### config.mk
export PLATFORM = sky130hd
export DESIGN_NAME = adc_lowpower_window_guard
export DESIGN_NICKNAME = d
export VERILOG_FILES = /design/src/adc_lowpower_window_guard.v
export VERILOG_INCLUDE_DIRS = /design/src
export SDC_FILE = /design/constraint.sdc
export NUM_CORES = 1
export LEC_CHECK = 0
export CAP_MARGIN = 10
export CORE_ASPECT_RATIO = 1.4
export CORE_MARGIN = 8
export CORE_UTILIZATION = 55
export CTS_CLUSTER_DIAMETER = 80
export CTS_CLUSTER_SIZE = 24
export DETAILED_ROUTE_END_ITERATION = 7
export DONT_BUFFER_PORTS = 1
export HOLD_SLACK_MARGIN = 0.08
export PLACE_DENSITY_LB_ADDON = 0.15
export SYNTH_ARGS = -nofsm -noshare
export SYNTH_HDL_FRONTEND = slang
export SYNTH_SLANG_ARGS = --single-unit
export TNS_END_PERCENT = 50
### constraint.sdc
create_clock -name CLK -period 6.65 [get_ports CLK]
set_input_delay 0.665 -clock CLK [delete_from_list [all_inputs] [get_ports CLK]]
set_output_delay 0.665 -clock CLK [all_outputs]
set_load 0.01 [all_outputs]
### src/adc_guard_regs.vh
/*
 Register offsets, field positions, reset values and timing counts for
 the converter low-power control and window guard block.
 Assumes a 100 MHz CLK and word-aligned AXI4-Lite byte addresses.
*/
`ifndef ADC_GUARD_REGS_VH
`define ADC_GUARD_REGS_VH

// ****************************************
// Register byte offsets
// ****************************************
`define OFF_CTRL      8'h00
`define OFF_CFG       8'h04
`define OFF_STATUS    8'h08
`define OFF_IRQEN     8'h0C
`define OFF_RESULT    8'h10
`define OFF_G1CFG     8'h14
`define OFF_G1THR     8'h18
`define OFF_G2CFG     8'h1C
`define OFF_G2THR     8'h20
`define OFF_G3CFG     8'h24
`define OFF_G3THR     8'h28

// ****************************************
// Field positions
// ****************************************
`define CTRL_START    0
`define CTRL_STOP     1
`define CTRL_DISABLE  2
`define CFG_HOLD      0
`define CFG_PDOWN     1
`define CFG_CONT      2
`define CFG_RES_LO    3
`define ST_DONE       0
`define ST_GUARD_LO   1
`define ST_POWERED    4
`define ST_OSC        5
`define G1_EN         0
`define G1_SGL        1
`define G1_CH_LO      2
`define THR_LO_LO     0
`define THR_HI_LO     16

// ****************************************
// Reset values and timing
// ****************************************
`define CFG_RESET     5'h00
`define THR_RESET     32'h0FFF0000
`define THR_MASK      32'h0FFF0FFF
`define STARTUP_NS    1000
`define CONV_CYCLES   14

`endif

### src/adc_lowpower_window_guard.v
/*
 Converter low-power control (hold-until-read, power-down-when-idle) and
 three window guards with sticky flags and out signals, AXI4-Lite slave.
 Assumes the analog core raises CONV_DONE with CONV_CH/CONV_DATA once per
 conversion after CONV_START; all inputs share CLK except HW_TRIG.
*/
// Our own choices: register access over AXI4-Lite and the address map.
`timescale 1ns/10ps
`include "adc_guard_regs.vh"

module adc_lowpower_window_guard #(
   parameter CLK_MHZ = 100,
   parameter NCH     = 19
) (
   // Clock and reset
   input  wire        CLK,
   input  wire        RESET,
   // AXI4-Lite slave
   input  wire [7:0]  AWADDR,
   input  wire        AWVALID,
   output reg         AWREADY,
   input  wire [31:0] WDATA,
   input  wire [3:0]  WSTRB,
   input  wire        WVALID,
   output reg         WREADY,
   output reg  [1:0]  BRESP,
   output reg         BVALID,
   input  wire        BREADY,
   input  wire [7:0]  ARADDR,
   input  wire        ARVALID,
   output reg         ARREADY,
   output reg  [31:0] RDATA,
   output reg  [1:0]  RRESP,
   output reg         RVALID,
   input  wire        RREADY,
   // Analog core
   input  wire        HW_TRIG,
   input  wire        CONV_DONE,
   input  wire [4:0]  CONV_CH,
   input  wire [11:0] CONV_DATA,
   input  wire        SEQ_LAST,
   output reg         CONV_START,
   output reg         CONV_POWER_ON,
   output reg         OSC_ON,
   // Guard outputs
   output reg  [2:0]  GUARD_OUT,
   output reg         IRQ
);

   localparam STARTUP_CYC = (`STARTUP_NS * CLK_MHZ + 999) / 1000;

   localparam S_IDLE  = 3'd0;
   localparam S_WAKE  = 3'd1;
   localparam S_CONV  = 3'd2;
   localparam S_WAIT  = 3'd3;
   localparam S_NEXT  = 3'd4;

   // ****************************************
   // Trigger synchroniser
   // ****************************************
   reg        trig_s1_ff, trig_s2_ff, trig_s3_ff;
   always @(posedge CLK) begin
      if (RESET) begin
         trig_s1_ff <= 1'b0;
         trig_s2_ff <= 1'b0;
         trig_s3_ff <= 1'b0;
      end else begin
         trig_s1_ff <= HW_TRIG;
         trig_s2_ff <= trig_s1_ff;
         trig_s3_ff <= trig_s2_ff;
      end
   end
   wire trig_rise = trig_s2_ff & ~trig_s3_ff;

   // ****************************************
   // Bus slave
   // ****************************************
   reg        aw_got_ff, w_got_ff;
   reg [7:0]  aw_addr_ff;
   reg [31:0] w_data_ff;
   reg [3:0]  w_strb_ff;
   wire       wr_go = aw_got_ff & w_got_ff & ~BVALID;
   wire       wr_ok = (aw_addr_ff[1:0] == 2'b00) && (aw_addr_ff <= `OFF_G3THR);
   wire       wr_full = wr_go & wr_ok & (w_strb_ff == 4'hF);
   wire       rd_go = ARVALID & ARREADY;

   always @(posedge CLK) begin
      if (RESET) begin
         aw_got_ff  <= 1'b0;
         w_got_ff   <= 1'b0;
         aw_addr_ff <= 8'h00;
         w_data_ff  <= 32'h00000000;
         w_strb_ff  <= 4'h0;
         AWREADY    <= 1'b0;
         WREADY     <= 1'b0;
         BVALID     <= 1'b0;
         BRESP      <= 2'b00;
         ARREADY    <= 1'b0;
      end else begin
         AWREADY <= ~aw_got_ff & ~AWREADY & ~(AWVALID & AWREADY);
         WREADY  <= ~w_got_ff & ~WREADY & ~(WVALID & WREADY);
         if (AWVALID & AWREADY) begin
            aw_got_ff  <= 1'b1;
            aw_addr_ff <= AWADDR;
         end
         if (WVALID & WREADY) begin
            w_got_ff  <= 1'b1;
            w_data_ff <= WDATA;
            w_strb_ff <= WSTRB;
         end
         if (wr_go) begin
            aw_got_ff <= 1'b0;
            w_got_ff  <= 1'b0;
            BVALID    <= 1'b1;
            BRESP     <= wr_ok ? 2'b00 : 2'b10;
         end else if (BVALID & BREADY) begin
            BVALID <= 1'b0;
         end
         ARREADY <= ~ARREADY & ~RVALID & ~rd_go;
      end
   end

   // ****************************************
   // Control and configuration registers
   // ****************************************
   reg [4:0]  cfg_ff;
   reg [31:0] irqen_ff;
   reg [6:0]  g1cfg_ff;
   reg [NCH-1:0] mask2_ff, mask3_ff;
   reg [31:0] thr_ff [0:2];
   reg [2:0]  thr_touch_ff;
   wire       hold_mode  = cfg_ff[`CFG_HOLD];
   wire       pdown_mode = cfg_ff[`CFG_PDOWN];
   wire       cont_mode  = cfg_ff[`CFG_CONT];
   wire [1:0] res_sel    = cfg_ff[`CFG_RES_LO+1:`CFG_RES_LO];
   wire       sw_start   = wr_full && aw_addr_ff == `OFF_CTRL && w_data_ff[`CTRL_START];
   wire       sw_stop    = wr_full && aw_addr_ff == `OFF_CTRL && w_data_ff[`CTRL_STOP];
   wire       sw_disable = wr_full && aw_addr_ff == `OFF_CTRL && w_data_ff[`CTRL_DISABLE];
   wire       clr_wr     = wr_full && aw_addr_ff == `OFF_STATUS;
   wire       res_read   = rd_go && ARADDR == `OFF_RESULT;

   always @(posedge CLK) begin
      if (RESET) begin
         cfg_ff   <= `CFG_RESET;
         irqen_ff <= 32'h00000000;
         g1cfg_ff <= 7'h00;
         mask2_ff <= {NCH{1'b0}};
         mask3_ff <= {NCH{1'b0}};
         thr_ff[0] <= `THR_RESET;
         thr_ff[1] <= `THR_RESET;
         thr_ff[2] <= `THR_RESET;
      end else if (wr_full) begin
         case (aw_addr_ff)
            `OFF_CFG:   cfg_ff    <= w_data_ff[4:0];
            `OFF_IRQEN: irqen_ff  <= {28'h0000000, w_data_ff[3:0]};
            `OFF_G1CFG: g1cfg_ff  <= w_data_ff[6:0];
            `OFF_G2CFG: mask2_ff  <= w_data_ff[NCH-1:0];
            `OFF_G3CFG: mask3_ff  <= w_data_ff[NCH-1:0];
            `OFF_G1THR: thr_ff[0] <= w_data_ff & `THR_MASK;
            `OFF_G2THR: thr_ff[1] <= w_data_ff & `THR_MASK;
            `OFF_G3THR: thr_ff[2] <= w_data_ff & `THR_MASK;
            default:    cfg_ff    <= cfg_ff;
         endcase
      end
   end

   // ****************************************
   // Conversion sequencer and power control
   // ****************************************
   reg [2:0]  state_ff, nxt_state;
   reg [15:0] cnt_ff, nxt_cnt;
   reg        done_ff;
   reg [11:0] result_ff;
   reg        busy_ff;
   // A start while powered down goes through the startup delay
   wire       start_req = sw_start | trig_rise;

   always @* begin
      nxt_state = state_ff;
      nxt_cnt   = cnt_ff;
      case (state_ff)
         S_IDLE: if (start_req) begin
            if (pdown_mode) begin
               nxt_state = S_WAKE;
               nxt_cnt   = STARTUP_CYC[15:0];
            end else begin
               nxt_state = S_NEXT;
            end
         end
         S_WAKE: if (cnt_ff <= 16'd1) nxt_state = S_NEXT; else nxt_cnt = cnt_ff - 16'd1;
         // triggers are not looked at while converting or waiting
         S_NEXT: nxt_state = (hold_mode & done_ff) ? S_WAIT : S_CONV;
         S_CONV: if (CONV_DONE) begin
            if (SEQ_LAST & ~cont_mode) nxt_state = S_IDLE;
            else if (hold_mode) nxt_state = S_WAIT;
            else nxt_state = S_NEXT;
         end
         S_WAIT: if (~done_ff | res_read) begin
            // restart from powered-off wait goes through startup
            if (pdown_mode) begin
               nxt_state = S_WAKE;
               nxt_cnt   = STARTUP_CYC[15:0];
            end else begin
               nxt_state = S_CONV;
            end
         end
         default: nxt_state = S_IDLE;
      endcase
      if (sw_stop | sw_disable) nxt_state = S_IDLE;
   end

   always @(posedge CLK) begin
      if (RESET) begin
         state_ff      <= S_IDLE;
         cnt_ff        <= 16'h0000;
         CONV_START    <= 1'b0;
         CONV_POWER_ON <= 1'b0;
         OSC_ON        <= 1'b0;
         busy_ff       <= 1'b0;
      end else begin
         state_ff <= nxt_state;
         cnt_ff   <= nxt_cnt;
         CONV_START <= (nxt_state == S_CONV) && (state_ff != S_CONV);
         busy_ff    <= (nxt_state == S_CONV);
         // powered off in idle and hold-wait when enabled
         CONV_POWER_ON <= ~pdown_mode | ~(nxt_state == S_IDLE | nxt_state == S_WAIT);
         OSC_ON        <= ~pdown_mode | ~(nxt_state == S_IDLE | nxt_state == S_WAIT);
      end
   end

   // ****************************************
   // Result and done flag
   // ****************************************
   always @(posedge CLK) begin
      if (RESET) begin
         done_ff   <= 1'b0;
         result_ff <= 12'h000;
      end else begin
         if (CONV_DONE) result_ff <= CONV_DATA;
         // Set wins over a read or write-one clear in the same cycle
         if (CONV_DONE) done_ff <= 1'b1;
         else if (res_read | (clr_wr & w_data_ff[`ST_DONE])) done_ff <= 1'b0;
      end
   end

   // ****************************************
   // Window guards
   // ****************************************
   reg  [11:0] raw_cmp;
   always @* begin
      case (res_sel)
         2'b00:   raw_cmp = CONV_DATA;
         2'b01:   raw_cmp = {CONV_DATA[11:2], 2'b00};
         2'b10:   raw_cmp = {CONV_DATA[11:4], 4'h0};
         default: raw_cmp = {CONV_DATA[11:6], 6'h00};
      endcase
   end

   wire [2:0] guarded;
   assign guarded[0] = g1cfg_ff[`G1_EN] & (~g1cfg_ff[`G1_SGL] |
                       (CONV_CH == g1cfg_ff[`G1_CH_LO+4:`G1_CH_LO]));
   assign guarded[1] = |mask2_ff & mask2_ff[CONV_CH];
   assign guarded[2] = |mask3_ff & mask3_ff[CONV_CH];

   reg  [2:0] flag_ff, cmp_v_ff, cmp_out_ff, pipe_v_ff, pipe_out_ff;
   wire       thr_wr_any = wr_full && (aw_addr_ff == `OFF_G1THR ||
                           aw_addr_ff == `OFF_G2THR || aw_addr_ff == `OFF_G3THR);

   genvar g;
   generate
      for (g = 0; g < 3; g = g + 1) begin : guard
         wire [11:0] lo  = thr_ff[g][`THR_LO_LO+11:`THR_LO_LO];
         wire [11:0] hi  = thr_ff[g][`THR_HI_LO+11:`THR_HI_LO];
         wire        out = (raw_cmp < lo) | (raw_cmp > hi);
         wire        twr = thr_wr_any && aw_addr_ff == (`OFF_G1THR + 8'h08 * g);
         // threshold write during a conversion masks its check until next conversion starts
         wire        chk = CONV_DONE & guarded[g] & ~thr_touch_ff[g] & ~twr;
         always @(posedge CLK) begin
            if (RESET) begin
               thr_touch_ff[g] <= 1'b0;
               flag_ff[g]      <= 1'b0;
               cmp_v_ff[g]     <= 1'b0;
               cmp_out_ff[g]   <= 1'b0;
               pipe_v_ff[g]    <= 1'b0;
               pipe_out_ff[g]  <= 1'b0;
               GUARD_OUT[g]    <= 1'b0;
            end else begin
               if (twr & (busy_ff | CONV_START)) thr_touch_ff[g] <= 1'b1;
               else if (CONV_START) thr_touch_ff[g] <= 1'b0;
               // Set wins over write-one clear
               if (chk & out) flag_ff[g] <= 1'b1;
               else if (clr_wr & w_data_ff[`ST_GUARD_LO+g]) flag_ff[g] <= 1'b0;
               cmp_v_ff[g]    <= chk;
               cmp_out_ff[g]  <= out;
               pipe_v_ff[g]   <= cmp_v_ff[g];
               pipe_out_ff[g] <= cmp_out_ff[g];
               // two cycles after compare; only checks, stop and disable move it
               if (sw_disable | sw_stop) GUARD_OUT[g] <= 1'b0;
               else if (pipe_v_ff[g]) GUARD_OUT[g] <= pipe_out_ff[g];
            end
         end
      end
   endgenerate

   // ****************************************
   // Interrupt and read data
   // ****************************************
   reg [31:0] rd_mux;
   always @* begin
      case (ARADDR)
         `OFF_CFG:    rd_mux = {27'h0000000, cfg_ff};
         `OFF_STATUS: rd_mux = {26'h0000000, OSC_ON, CONV_POWER_ON, flag_ff, done_ff};
         `OFF_IRQEN:  rd_mux = irqen_ff;
         `OFF_RESULT: rd_mux = {20'h00000, result_ff};
         `OFF_G1CFG:  rd_mux = {25'h0000000, g1cfg_ff};
         `OFF_G2CFG:  rd_mux = {{(32-NCH){1'b0}}, mask2_ff};
         `OFF_G3CFG:  rd_mux = {{(32-NCH){1'b0}}, mask3_ff};
         `OFF_G1THR:  rd_mux = thr_ff[0];
         `OFF_G2THR:  rd_mux = thr_ff[1];
         `OFF_G3THR:  rd_mux = thr_ff[2];
         default:     rd_mux = 32'h00000000;
      endcase
   end

   always @(posedge CLK) begin
      if (RESET) begin
         RVALID <= 1'b0;
         RDATA  <= 32'h00000000;
         RRESP  <= 2'b00;
         IRQ    <= 1'b0;
      end else begin
         IRQ <= |(irqen_ff[3:1] & flag_ff) | (irqen_ff[0] & done_ff);
         if (rd_go) begin
            RVALID <= 1'b1;
            RDATA  <= rd_mux;
            RRESP  <= (ARADDR[1:0] == 2'b00 && ARADDR <= `OFF_G3THR && ARADDR != `OFF_CTRL) ?
                      2'b00 : 2'b10;
         end else if (RVALID & RREADY) begin
            RVALID <= 1'b0;
         end
      end
   end

endmodule // adc_lowpower_window_guard

==> summary.md <==
| Metric | Value |
|---|---|
| Status | `complete, no violations` |
| Maximum clock rate | `0.279 GHz` |
| Clock skew | `0.0174 ns` |
| Worst-Margin Slew | `between 1 and 1.5 ns` |
| RSZ-0062 raised after global routing | `false` |
| TritonCTS buffer count | `14` |
| I/O Buffers | `0` |
| Seq pwr share | `0.608` |
| Die W | `146 microns` |
| Iteration-0 DRC Markers | `846` |
| Initial Utilization | `0.559` |
| Yosys warns | `0` |
| CTS sink count | `between 200 and 300` |
| Reg clk slew, reported paths | `roughly 0.11 ns` |
| Top FF cell, synth | `dfxtp_1` |
| Commonest non-fill, non-tap cell in the layout | `nand2_1` |
| Routed Wire Length | `38600 microns` |
| Largest net degree at the start of global routing | `175` |
| #FFs+latches synth | `263` |
| Data required, critical path | `7.03 ns` |
| Num rows | `66` |
| Number of global-route vias before repair | `10400` |
| Resize count post-CTS | `0` |
| Routed vias | `10600` |
| Crit path cell chain | `nor3b_1, ha_1, nor2b_1, o211ai_1, a21oi_1, a2111oi_0, o32ai_1, a32o_1` |
| RR Endpoint | `flag_ff[1]$_SDFFE_PP0P_` |
| I/O pin total | `127` |
| H-tree depth | `1` |
| Final period util | `0.539` |
| Critical path depth in cells | `8` |
| Root buf cell | `clkbuf_16` |
| Synth top area share | `0.294` |
| Antenna cells | `0` |
| PD cells | `207 mW/mm^2` |
| Slowest stage delay, CP | `slightly below 1 ns` |
| Slowest stage cell, crit path | `nor3b_1` |
| Crit-path max FO | `8` |
| End of the critical path | `flag_ff[1]$_SDFFE_PP0P_` |
| Hold depth | `1` |
| Layout cell share with drive strength beyond 1 | `0.0453` |
| Max-slew violation count | `0` |
| Largest area contributor in the netlist | `dfxtp_1` |
| DRC errors left | `0` |
| Die area | `between 0.02 and 0.03 sq mm` |
| Core Area | `0.0233 sq mm` |
| Hold Path Class | `input port to flip-flop` |
| Die height | `198 microns` |
| WS Path Type | `flip-flop to flip-flop` |
| Logic pwr share | `0.060` |
| Final setup viols | `0` |
| Cts hold-fix bufs | `0` |
| Total Nets Final | `1534` |
| Avg Cell Area, Syn | `roughly 9.0 sq um` |
| WL/cell | `22.8 microns` |
| Crit-path leading delay family | `compound AO/OA/AOI/OAI gates` |
| Fillers | `around 2100` |
| Post-Syn Area | `0.0130 sq mm` |
| Post-synth EDFFs | `72` |
| GRT Total Usage | `0.260` |
| Worst setup startpoint | `cfg_ff[4]$_SDFFE_PP0P_` |
| Net switching power | `0.000651 W` |
| Startpoint types | `flip-flop` |
| Internal Power | `0.00216 W` |
| Slew headroom | `0.237` |
| Main area contributors after synthesis | `dfxtp_1 (29%), edfxtp_1 (17%), ha_1 (6.8%)` |
| Most frequent cells in the layout | `nand2_1 (234), dfxtp_1 (191), a21oi_1 (158)` |
| Worst setup EP type | `flip-flop` |
| Minimum clock period | `3.59 ns` |
| Gate count after technology mapping | `1439` |
| Worst path arrival time | `3.96 ns` |
| Post-synth ARST share | `0` |
| Max-capacitance violation count | `0` |
| Total grt overflow | `0` |
| Clock buffer depth | `3` |
| DRT Pass-1 Iters | `6` |
| WHS | `0.264 ns` |
| Leak | `5.08 nW` |
| Vias per cell | `roughly 6.2` |
| Worst R2R Start | `cfg_ff[4]$_SDFFE_PP0P_` |
| Buf+Inv Stages, Crit Path | `0` |
| Post-DRT Antenna Nets | `0` |
| Clock Power Share | `0.332` |
| Sw Ratio | `0.232` |
| Synth-to-layout area growth | `4.11%` |
| Final Total Pwr | `0.00281 W` |
| Hold Fails Final Rpt | `0` |
| Peak supply drop | `261 uV` |
| Worst R2R Setup Slack | `3.06 ns` |
| Antenna violations before repair | `0` |
| Setup TNS | `0 ns` |
| R2R depth | `8` |
| Later-pin clock latency in the skew report | `0.49 ns` |
| Unique masters post-synth | `74` |
| First-pass GRT wire length | `59700 microns` |
| RePlAce Congestion | `0.921` |
| CTS tree | `built` |
| Post-CTS setup buffer count | `0` |
| Dpl hpwl | `28400 microns` |
| Seq/Total Area, Yosys | `0.460` |
-- logic make-up after synthesis --
kind of cell	count (synthesis)	synth area share
AOI/OAI and AO/OA	353	0.172
other	1	0.000288
buffers and inverters	166	0.0537
adders and majority gates	71	0.0682
xor gates and xnor gates	5	0.00336
and+or+nand+nor	534	0.201
DFF	263	0.460
muxes	46	0.0418
-- final cells by class --
type	count	area, sq um	area share
multi-input cells	1015	6410	0.473
flip-flops and latches	263	5990	0.442
repair buffers	11	82.6	0.00609
inverters	79	297	0.0219
well taps	306	383	0.0282
clock buffers	22	402	0.0296
-- power by group through the flow --
stage / Clock (W) / Sequential [W] / Combinational, W
6_report: 0.000933 / 0.00171 / 0.000169
5_1_grt: 0.00100 / 0.00171 / 0.000188
4_1_cts: 0.000949 / 0.00171 / 0.000168
3_5_place_dp: 0 / 0.00175 / 0.000167
3_3_place_gp: 0 / 0.00174 / 0.000162
2_1_floorplan: 0 / 0.00173 / 0.000157
-- cell usage after synthesis (10+ instances only) --
master	number
a21oi_1	158
a22o_1	10
a22oi_1	50
and2_1	21
buf_2	10
buf_4	11
clkbuf_1	60
dfxtp_1	191
edfxtp_1	72
ha_1	71
inv_1	79
mux2i_1	33
nand2_1	234
nand2b_1	28
nand3_1	27
nand4_1	16
nor2_1	80
nor2b_1	32
nor3_1	24
nor4_1	20
o21ai_0	40
o31ai_1	12
-- through the flow --
step / setup WS (ns) / utilization / std cells / area (sq um)
2_1_floorplan: 3.23 / - / 1444 / 13000
3_3_place_gp: 2.92 / 0.565 / 1674 / 13200
4_1_cts: 3.14 / 0.582 / 1696 / 13600
3_5_place_dp: 2.96 / 0.565 / 1674 / 13200
5_1_grt: 3.01 / 0.582 / 1696 / 13600
6_report: 3.06 / 0.582 / 1696 / 13600
-- metal layers --
metal	share of wire	GRT usage	wire (microns)	up-vias
met1	0.38	0.291	14800	5091
li1	-	-	-	5007
met4	0.047	0.118	1830	0
met2	0.51	0.482	19800	382
met5	0	0	0	-
met3	0.057	0.0359	2190	110
-- registers in the layout (all words and copies together), names as in the netlist, 5 cells and up --
name        count
cfg_ff          5
RDATA          28
mask3_ff       19
mask2_ff       19
cnt_ff         16
aw_addr_ff      8
w_data_ff      28
thr_ff         72
result_ff      12
g1cfg_ff        7
-- how the worst min path moves through the flow --
stage                                      start                       to  slack, ns
floorplan           thr_touch_ff[2]$_SDFFE_PP0P_   cmp_v_ff[2]$_SDFF_PP0_       0.41
global placement          cmp_v_ff[2]$_SDFF_PP0_  pipe_v_ff[2]$_SDFF_PP0_       0.42
detailed placement        cmp_v_ff[2]$_SDFF_PP0_  pipe_v_ff[2]$_SDFF_PP0_       0.43
CTS                                        RESET    trig_s1_ff$_SDFF_PP0_       0.24
global route                               RESET    trig_s1_ff$_SDFF_PP0_       0.23
finish                                     RESET    trig_s1_ff$_SDFF_PP0_       0.26
-- worst register-to-register path: stages (launching register included) --
cell,delay (ns)
dfxtp_1,0.44
nor3b_1,0.98
ha_1,0.41
nor2b_1,0.13
o211ai_1,0.17
a21oi_1,0.10
a2111oi_0,0.58
o32ai_1,0.36
a32o_1,0.30
Note: power is estimated with default switching activity, not from simulation.
